## config.mk

```make
export PLATFORM = sky130hd
export DESIGN_NAME = gain_offset_regs
export DESIGN_NICKNAME = d
export VERILOG_FILES = /design/src/shared/gain_offset_pkg.sv /design/src/design/gain_offset_regs.sv
export SDC_FILE = /design/constraint.sdc
export NUM_CORES = 1
export LEC_CHECK = 0
export ABC_CLOCK_PERIOD_IN_PS = 7500
export BUFFER_PORTS_ARGS = -buffer_cell sky130_fd_sc_hd__buf_2
export CAP_MARGIN = 10
export CORE_MARGIN = 5
export CORE_UTILIZATION = 54
export DETAILED_ROUTE_END_ITERATION = 7
export MAX_ROUTING_LAYER = met4
export PLACE_DENSITY_LB_ADDON = 0.3
export SLEW_MARGIN = 20
export SYNTH_ARGS = -nofsm -noshare
export SYNTH_HDL_FRONTEND = slang
export SYNTH_SLANG_ARGS = --single-unit
```

## constraint.sdc

```tcl
create_clock -name ref_clk_i -period 7.5 [get_ports ref_clk_i]
set_input_delay 0.375 -clock ref_clk_i [delete_from_list [all_inputs] [get_ports ref_clk_i]]
set_output_delay 0.375 -clock ref_clk_i [all_outputs]
set_load 0.05 [all_outputs]
```

## src/shared/gain_offset_pkg.sv

```systemverilog
// Register map, field layout and reset values for the converter 5-8 configuration bank
package gain_offset_pkg;
    // Offsets are word indices; the bus byte address is four times the index
    localparam logic [7:0]  IDX_ODD_GAIN_OFFSET  = 8'h1f;
    localparam logic [7:0]  IDX_EVEN_GAIN_OFFSET = 8'h20;
    localparam logic [7:0]  IDX_LANE_HPF_CFG     = 8'h21;
    localparam logic [7:0]  IDX_CTRL             = 8'h22;
    localparam logic [15:0] RESET_VALUE          = 16'h0000;
    // Gain/offset register fields
    localparam int GAIN_MSB   = 15;
    localparam int GAIN_LSB   = 11;
    localparam int OFFS_MSB   = 9;
    localparam int OFFS_LSB   = 0;
    // Lane pattern / high-pass register fields
    localparam int PRBS_MSB   = 15;
    localparam int PRBS_LSB   = 12;
    localparam int PAT5_MSB   = 11;
    localparam int PAT5_LSB   = 9;
    localparam int PAT6_MSB   = 8;
    localparam int PAT6_LSB   = 6;
    localparam int HPFK_MSB   = 4;
    localparam int HPFK_LSB   = 1;
    localparam int HPFEN_BIT  = 0;
    // Control register fields
    localparam int GAIN_EN_BIT = 0;
    localparam int OFFS_EN_BIT = 1;
    localparam int PAT_IND_BIT = 2;
    // Legal corner range
    localparam logic [3:0]  HPF_K_MIN = 4'h2;
    localparam logic [3:0]  HPF_K_MAX = 4'ha;
    // Mask of writable control bits (spare control bits never store)
    localparam logic [15:0] CTRL_MASK = 16'h0007;
    // Unmapped read answer
    localparam logic [31:0] UNMAPPED_DATA = 32'h0000_0000;
endpackage

```

## src/design/gain_offset_regs.sv

```systemverilog
// Avalon-MM register bank for converter 8 gain/offset, lane patterns and high-pass setup
// Functional notes
// [RULE1] Odd-sample gain is the 5-bit field N times 0.2 dB while gain enabled.
// [RULE2] Even-sample gain is its own 5-bit field N times 0.2 dB while enabled.
// [RULE3] Odd samples have the 10-bit odd offset subtracted while offset enabled.
// [RULE4] Even samples have the 10-bit even offset subtracted while offset enabled.
// [RULE5] Offsets are signed two's complement, one LSB equals one 14-bit sample LSB.
// [RULE6] Per-lane mode: bits 15..12 turn on PRBS for lanes 5..8.
// [RULE7] Per-lane mode: bits 11..9 pick lane 5 pattern, bits 8..6 lane 6.
// [RULE8] High-pass corner k drives the filter; software writes only k 2 to 10.
// [RULE9] Bit 0 enables the high-pass filter; zero, the default, bypasses it.
// [RULE10] With global gain or offset enable clear, that correction is not applied.
//
// The Avalon-MM slave port was chosen for this implementation.
`timescale 1ns/1ps
module gain_offset_regs
    import gain_offset_pkg::*;
(
    // Clock, reset and the Avalon-MM slave
    input  wire logic        ref_clk_i,
    input  wire logic        rst_i,
    input  wire logic [9:0]  address_i,
    input  wire logic        read_i,
    input  wire logic        write_i,
    input  wire logic [31:0] writedata_i,
    input  wire logic [3:0]  byteenable_i,
    output logic      [31:0] readdata_o,
    output logic             waitrequest_o,
    // Converter 8 correction settings, already gated by the global enables
    output logic      [4:0]  odd_sample_gain_o,
    output logic      [4:0]  even_sample_gain_o,
    output logic      [13:0] odd_sample_offset_o,
    output logic      [13:0] even_sample_offset_o,
    // Per-lane test pattern selection
    output logic      [3:0]  lane_prbs_enable_o,
    output logic      [2:0]  lane5_pattern_code_o,
    output logic      [2:0]  lane6_pattern_code_o,
    // Shared high-pass filter setup and the range warning
    output logic      [3:0]  highpass_corner_k_o,
    output logic             highpass_enable_o,
    output logic             corner_illegal_o
);

    logic [15:0] odd_reg;
    logic [15:0] even_reg;
    logic [15:0] lane_reg;
    logic [15:0] ctrl_reg;
    logic        ack;

    // Word index decode; byte address is four times the index
    wire  [7:0]  word_idx   = address_i[9:2];
    wire         req        = read_i | write_i;
    wire         sel_odd    = (word_idx == IDX_ODD_GAIN_OFFSET);
    wire         sel_even   = (word_idx == IDX_EVEN_GAIN_OFFSET);
    wire         sel_lane   = (word_idx == IDX_LANE_HPF_CFG);
    wire         sel_ctrl   = (word_idx == IDX_CTRL);
    wire         wr_go      = write_i & ack;
    wire  [15:0] be_mask    = {{8{byteenable_i[1]}}, {8{byteenable_i[0]}}};

    // Merge write data into a register under the byte lanes
    function automatic logic [15:0] merge(input logic [15:0] old_v, input logic [15:0] new_v,
                                          input logic [15:0] mask);
        merge = (old_v & ~mask) | (new_v & mask);
    endfunction

    // Sign-extend a 10-bit offset to 14-bit sample weight
    function automatic logic [13:0] sext_offs(input logic [15:0] r);
        sext_offs = {{4{r[OFFS_MSB]}}, r[OFFS_MSB:OFFS_LSB]};
    endfunction

    wire  [15:0] rd_word = sel_odd  ? odd_reg  :
                           sel_even ? even_reg :
                           sel_lane ? lane_reg :
                           sel_ctrl ? ctrl_reg : 16'h0000;
    wire         rd_hit  = sel_odd | sel_even | sel_lane | sel_ctrl;

    // Every access takes one wait cycle so readdata is registered when waitrequest drops.
    // The fixed latency costs a cycle per access but keeps the read path a plain flop.
    always_ff @(posedge ref_clk_i or posedge rst_i)
    begin
        if (rst_i)
            ack <= 1'b0;
        else
            ack <= req & ~ack;
    end

    // Waitrequest is its own flop, always the inverse of ack; high while idle
    always_ff @(posedge ref_clk_i or posedge rst_i)
    begin
        if (rst_i)
            waitrequest_o <= 1'b1;
        else
            waitrequest_o <= ~(req & ~ack);
    end

    // Correction words; reads have no side effect. Must-write-zero bits are stored
    // as written so software reads back exactly what it wrote.
    always_ff @(posedge ref_clk_i or posedge rst_i)
    begin
        if (rst_i)
        begin
            odd_reg  <= RESET_VALUE;
            even_reg <= RESET_VALUE;
        end
        else if (wr_go)
        begin
            if (sel_odd)
                odd_reg  <= merge(odd_reg, writedata_i[15:0], be_mask);
            if (sel_even)
                even_reg <= merge(even_reg, writedata_i[15:0], be_mask);
        end
    end

    // Lane/filter word and the global enables; spare control bits cannot be set
    always_ff @(posedge ref_clk_i or posedge rst_i)
    begin
        if (rst_i)
        begin
            lane_reg <= RESET_VALUE;
            ctrl_reg <= RESET_VALUE;
        end
        else if (wr_go)
        begin
            if (sel_lane)
                lane_reg <= merge(lane_reg, writedata_i[15:0], be_mask);
            if (sel_ctrl)
                ctrl_reg <= merge(ctrl_reg, writedata_i[15:0], be_mask & CTRL_MASK);
        end
    end

    // Read data captured in the wait cycle; unmapped words read zero
    always_ff @(posedge ref_clk_i or posedge rst_i)
    begin
        if (rst_i)
            readdata_o <= UNMAPPED_DATA;
        else if (read_i & ~ack)
            readdata_o <= rd_hit ? {16'h0000, rd_word} : UNMAPPED_DATA;
    end

    // Enable gating for the datapath; outputs registered from the stored fields
    wire         gain_on  = ctrl_reg[GAIN_EN_BIT];
    wire         offs_on  = ctrl_reg[OFFS_EN_BIT];
    wire         pat_on   = ctrl_reg[PAT_IND_BIT];
    wire  [3:0]  k_now    = lane_reg[HPFK_MSB:HPFK_LSB];
    wire         hpf_on   = lane_reg[HPFEN_BIT];
    // Gain code N means N x 0.2 dB; zero code is unity so disabled gain drives zero
    wire  [4:0]  next_odd_gain   = gain_on ? odd_reg[GAIN_MSB:GAIN_LSB]  : 5'h00; // [RULE1] [RULE10]
    wire  [4:0]  next_even_gain  = gain_on ? even_reg[GAIN_MSB:GAIN_LSB] : 5'h00; // [RULE2] [RULE10]
    // Offset to subtract, already widened to sample weight
    wire  [13:0] next_odd_offs   = offs_on ? sext_offs(odd_reg)  : 14'h0000; // [RULE3] [RULE5] [RULE10]
    wire  [13:0] next_even_offs  = offs_on ? sext_offs(even_reg) : 14'h0000; // [RULE4] [RULE5] [RULE10]
    // Bit 15 maps to lane 5 so the vector is reversed into lane order
    wire  [3:0]  next_prbs;
    for (genvar i = 0; i < 4; i++)
    begin : g_prbs_lane
        assign next_prbs[i] = pat_on & lane_reg[PRBS_MSB - i]; // [RULE6]
    end
    wire  [2:0]  next_pat5 = pat_on ? lane_reg[PAT5_MSB:PAT5_LSB] : 3'h0; // [RULE7]
    wire  [2:0]  next_pat6 = pat_on ? lane_reg[PAT6_MSB:PAT6_LSB] : 3'h0; // [RULE7]
    // Corner only matters with the filter on; bypass forces the corner output to zero
    wire  [3:0]  next_k    = hpf_on ? k_now : 4'h0; // [RULE8]
    // Out-of-range k is flagged, not corrected, since software owns the range
    wire         next_bad  = hpf_on & ((k_now < HPF_K_MIN) | (k_now > HPF_K_MAX)); // [RULE8]

    // Correction settings, registered so the datapath never sees a half-written word
    always_ff @(posedge ref_clk_i or posedge rst_i)
    begin
        if (rst_i)
        begin
            odd_sample_gain_o    <= 5'h00;
            even_sample_gain_o   <= 5'h00;
            odd_sample_offset_o  <= 14'h0000;
            even_sample_offset_o <= 14'h0000;
        end
        else
        begin
            odd_sample_gain_o    <= next_odd_gain;
            even_sample_gain_o   <= next_even_gain;
            odd_sample_offset_o  <= next_odd_offs;
            even_sample_offset_o <= next_even_offs;
        end
    end

    // Lane pattern selections
    always_ff @(posedge ref_clk_i or posedge rst_i)
    begin
        if (rst_i)
        begin
            lane_prbs_enable_o   <= 4'h0;
            lane5_pattern_code_o <= 3'h0;
            lane6_pattern_code_o <= 3'h0;
        end
        else
        begin
            lane_prbs_enable_o   <= next_prbs;
            lane5_pattern_code_o <= next_pat5;
            lane6_pattern_code_o <= next_pat6;
        end
    end

    // High-pass setup and the out-of-range warning
    always_ff @(posedge ref_clk_i or posedge rst_i)
    begin
        if (rst_i)
        begin
            highpass_corner_k_o  <= 4'h0;
            highpass_enable_o    <= 1'b0;
            corner_illegal_o     <= 1'b0;
        end
        else
        begin
            highpass_corner_k_o  <= next_k;
            highpass_enable_o    <= hpf_on; // [RULE9]
            corner_illegal_o     <= next_bad;
        end
    end
endmodule // gain_offset_regs

```

Word level (Yosys, flattened, before mapping) --
Cells that the tools add are included.
Cells by class: $add $sub $neg 0, $mul 0, divide/modulo/power cells 0, order comparisons 2, equality and inequality tests 4, shift-type cells 0, mux-type cells 12, bitwise gates (word level) 27, reductions and logical operators 4
Operators with widths (count):
- bitwise AND 16 bit | 5
- two-way mux 16 bit | 5
- bitwise OR 16 bit | 4
- two-way mux 14 bit | 2
- equality test 8 x 6 -> 1 bit (second input constant) | 3
- bitwise AND 16 x 3 -> 16 bit | 1
- inverter 16 bit | 1
- inverter 3 -> 16 bit | 1
- two-way mux 5 bit | 2
- bitwise AND 1 bit | 8
- equality test 8 x 5 -> 1 bit (second input constant) | 1
- AND reduction 2 bit | 4
- two-way mux 3 bit | 2
- bitwise OR 1 bit | 5
- greater-than comparator 4 bit (second input constant) | 1
- less-than comparator 4 x 2 -> 1 bit (second input constant) | 1
- two-way mux 4 bit | 1
- inverter 1 bit | 2
Word-level totals: bits in registers 152, latch bits 0, RAM bits 0, ROM bits 0, bits of input ports 50, output and inout bits 87, word-level logic and storage cells 66, memories 0

Depth between registers and ports, before layout --
word-level depth 6, gate-level depth with buffers 6

Worst setup path before layout --
Ideal clock, no wire load.
path type input to register, start point input port address_i[5], end point register (tool-made name), library setup time 0.125 ns, arrival time 1.879 ns, required time 7.375 ns, path slack 5.497 ns, stages on the path 4, path buffers 0, cell sequence or4b_4 -> nor3_1 -> and4b_1 -> mux2_2
RTL lines:
- from (decl) | RTL line gain_offset_regs.sv:22 | input wire logic [9:0] address_i,

Worst setup path in the final report --
start point register ack, end point register readdata_o[12]
Between the ends: longest elaborated chain between the ends 2
RTL lines:
- from (decl) | RTL line gain_offset_regs.sv:48 | logic ack;
- from (signal assigned) | RTL line gain_offset_regs.sv:84 | ack <= req & ~ack;
- inverter 1 bit | RTL line gain_offset_regs.sv:136 | else if (read_i & ~ack)
- bitwise AND 1 bit | RTL line gain_offset_regs.sv:136
- to (signal assigned) | RTL line gain_offset_regs.sv:137 | readdata_o <= rd_hit ? {16'h0000, rd_word} : UNMAPPED_DATA;
- to (decl) | RTL line gain_offset_regs.sv:27 | output logic [31:0] readdata_o,
Every way passes these cells. A chain may end at the register's enable or synchronous reset.

==> impl_results.md <==
* Register bit total from synthesis at roughly 120
* Post-DRT Antenna Nets at 0
* Global-route wire length before repair at 15.6 mm
* CTS H-Tree Depth at 4
* Finished Layout Cells at 564
* Setup Viol. Count Final at 0
* Total iterations of the first detailed-routing run at 4
* Setup WS pre-CTS at 4640 ps
* Synth Area in XOR/XNOR at 0%
* Total track usage at between 20 and 25%
* Initial Util at roughly 56%
* Cells after synthesis at between 300 and 400
* Share of cells above drive strength 1 at a little over two fifths
* Core area at 0.00826 mm2
* Setup Buffers After CTS at 0
* DRC Markers at 0
* Die H at approximately 100 um
* Detail Route met3 WL at between 600 and 700 um
* Net count reported at finish at between 400 and 500
* Final setup TNS at 0 ps
* Hold buffers post-CTS at 1
* Row cnt at 33
* DIE AREA at between 0.01 and 0.015 mm2
* Gpl congestion at about 0.79
* Antenna cells at 0
* Number of global-route vias before repair at a little over 3000
* RSZ-0062 raised after global routing: false
* Final wirelength at around 10 mm
* Asr flop ratio synth at 100%
* Avg WL per Cell at between 15 and 20 um
* Met2 WL at ~5 mm
* CTS clock-pin slew for the worst setup and hold paths at roughly 60 ps
* Antenna violations before repair at 0
* Final setup margin at roughly 5200 ps
* Final Power at about 1.6 mW
* Sink Count at around 120
* CTS tree: yes
* Slew headroom at 32.6%
* Vias at slightly above 3000
* Port buffer count at 100
* Crit path capture type: flop
* Final slew viol count at 0
* Post-synth EDFFs at 0
* Post-synthesis mux area share at a little over an eighth
* Synth unique cells at 38
* CP Launch Type: flop
* Worst skew pair latency at roughly 500 ps
* Metal1 wirelength at around 4.2 mm
* Cell Area, Synth at 0.00462 mm2
* Inst Count DP at between 500 and 600
* Top Layer Used: met4
* Maxcap violations at 0
* Post-CTS sizing at 0
* Worst Clk Skew at 10.3 ps
* Final worst path period need at between 2000 and 2500 ps
* Post-synthesis adder-cell area fraction at 0%
* R2r startpoint: ack$_DFF_PP0_
* Complex-gate fraction of the synthesized area at under 10%
* Fin crit share at between 30% and 40%
* Sequential fraction of the synthesis area at between 60% and 70%
* Largest family of logic cells by synthesized area: multiplexers
* Iteration-0 DRC Markers at 118
* Die width at ~100 um
* Most common cell after layout, fill and taps aside: dfrtp_1
* Max clock buf depth at 2
* Yosys warns at 0
* HP Start: writedata_i[11]
* Type of the worst setup path: flop to flop
* Vias per inst at between 5 and 6
* Mean area per synthesized cell at 13.4 um2
* Largest net degree at the start of global routing at 80
* CTS buffer count at 17
* Min-Delay Path Class: primary input to flop
* Simple-Gate Fraction of Synth Area at about an eighth
* Util after Layout at slightly below 70%
* Leakage at slightly above 3 nW
* Most frequent cells in the layout: 114 x dfrtp_1, 100 x buf_2, 52 x mux2_2, 45 x and2_1, 17 x nor2_1
* Ys flop type: dfrtp_1
* Worst path required time at just under 8000 ps
* Syn-to-layout area delta at 24.4%
* Max Fclk at between 400 and 500 MHz
* Status: finished, final reports clean
* Crit-path max FO at 21
* Max VDD drop at approximately 0.19 mV
* Power per standard cell area at ~280 mW/mm2
* Worst-Margin Slew at about 1000 ps
* CP startpoint: ack$_DFF_PP0_
* Hpwl dp at 6.43 mm
* CP arrival at roughly 2700 ps
* Grt ovf at 0
* CTS Root Buffer Type: clkbuf_8
* Final Hold Vio Count at 0
* Boundary Pins at approximately 140
## power breakdown
group	switching (mW)	total, mW	leakage, nW	internal, mW
clock network	0.263	0.815	0.301	0.553
registers	0.0134	0.653	1.58	0.640
logic	0.114	0.148	1.20	0.0339
total	0.390	1.62	3.08	1.23
## synth_stat cells (all sizes together) (2+ instances only)
| library cell | number | area, um2 |
|---|---|---|
| o2bb2ai | 2 | 17.5 |
| a22oi | 3 | 22.5 |
| a221oi | 13 | 114 |
| nand2 | 16 | 62.6 |
| a211oi | 13 | 97.6 |
| buf | 29 | 211 |
| clkbuf | 9 | 33.8 |
| mux2 | 52 | 586 |
| mux2i | 2 | 20.0 |
| inv | 2 | 7.51 |
| a21oi | 3 | 15.0 |
| nor3 | 2 | 10.0 |
| dfrtp | 114 | 2850 |
| nor2 | 18 | 70.1 |
| nor2b | 3 | 18.8 |
| nand4 | 2 | 33.8 |
| and2 | 45 | 282 |
## logic make-up (layout without fill, tap and decap cells)
family,after synthesis,in the layout
buffers and inverters,40,140
AOI/OAI and AO/OA,38,38
other,1,16
DFF,115,115
and+or+nand+nor,96,96
muxes,54,54
## per-layer routing
layer | GRT usage (%) | vias to the layer above
li1 | - | 1372
met1 | 25.9 | 1517
met2 | 32.3 | 112
met3 | 5.95 | 17
met4 | 7.16 | 0
met5 | - | -
## metrics by stage
stage,hold slack [ps],area (um2)
2_1_floorplan,430,4680
3_3_place_gp,412,5110
3_5_place_dp,426,5110
4_1_cts,119,5720
5_1_grt,111,5750
6_report,132,5750
## critical path, stage by stage, from the launching register on
cell,delay (ps)
dfrtp_1,470
nor2b_2,820
a21boi_1,470
buf_4,290
a211oi_1,120
## cell type report
class	instances	area, um2
flip-flops and latches	115	2880
repair buffers	106	556
clock inverters	11	158
fillers	589	2510
multi-input cells	204	1560
well taps	105	131
inverters	2	10.0
clock buffers	21	449
## final timing paths
| path | slack [ps] | depth (start not counted) | to |
|---|---|---|---|
| max in group asynchronous | 5760 | 4 | readdata_o[7]$_DFFE_PP0P_ |
| min in group asynchronous | 430 | 3 | even_sample_gain_o[0]$_DFF_PP0_ |
| setup / recovery | 5200 | 4 | readdata_o[12]$_DFFE_PP0P_ |
| hold / removal | 130 | 2 | flop |
| hold reg to reg | 500 | 0 | highpass_enable_o$_DFF_PP0_ |
| setup reg to reg | 5200 | 4 | readdata_o[12]$_DFFE_PP0P_ |
No activity file was read; power rests on OpenSTA's default activity.
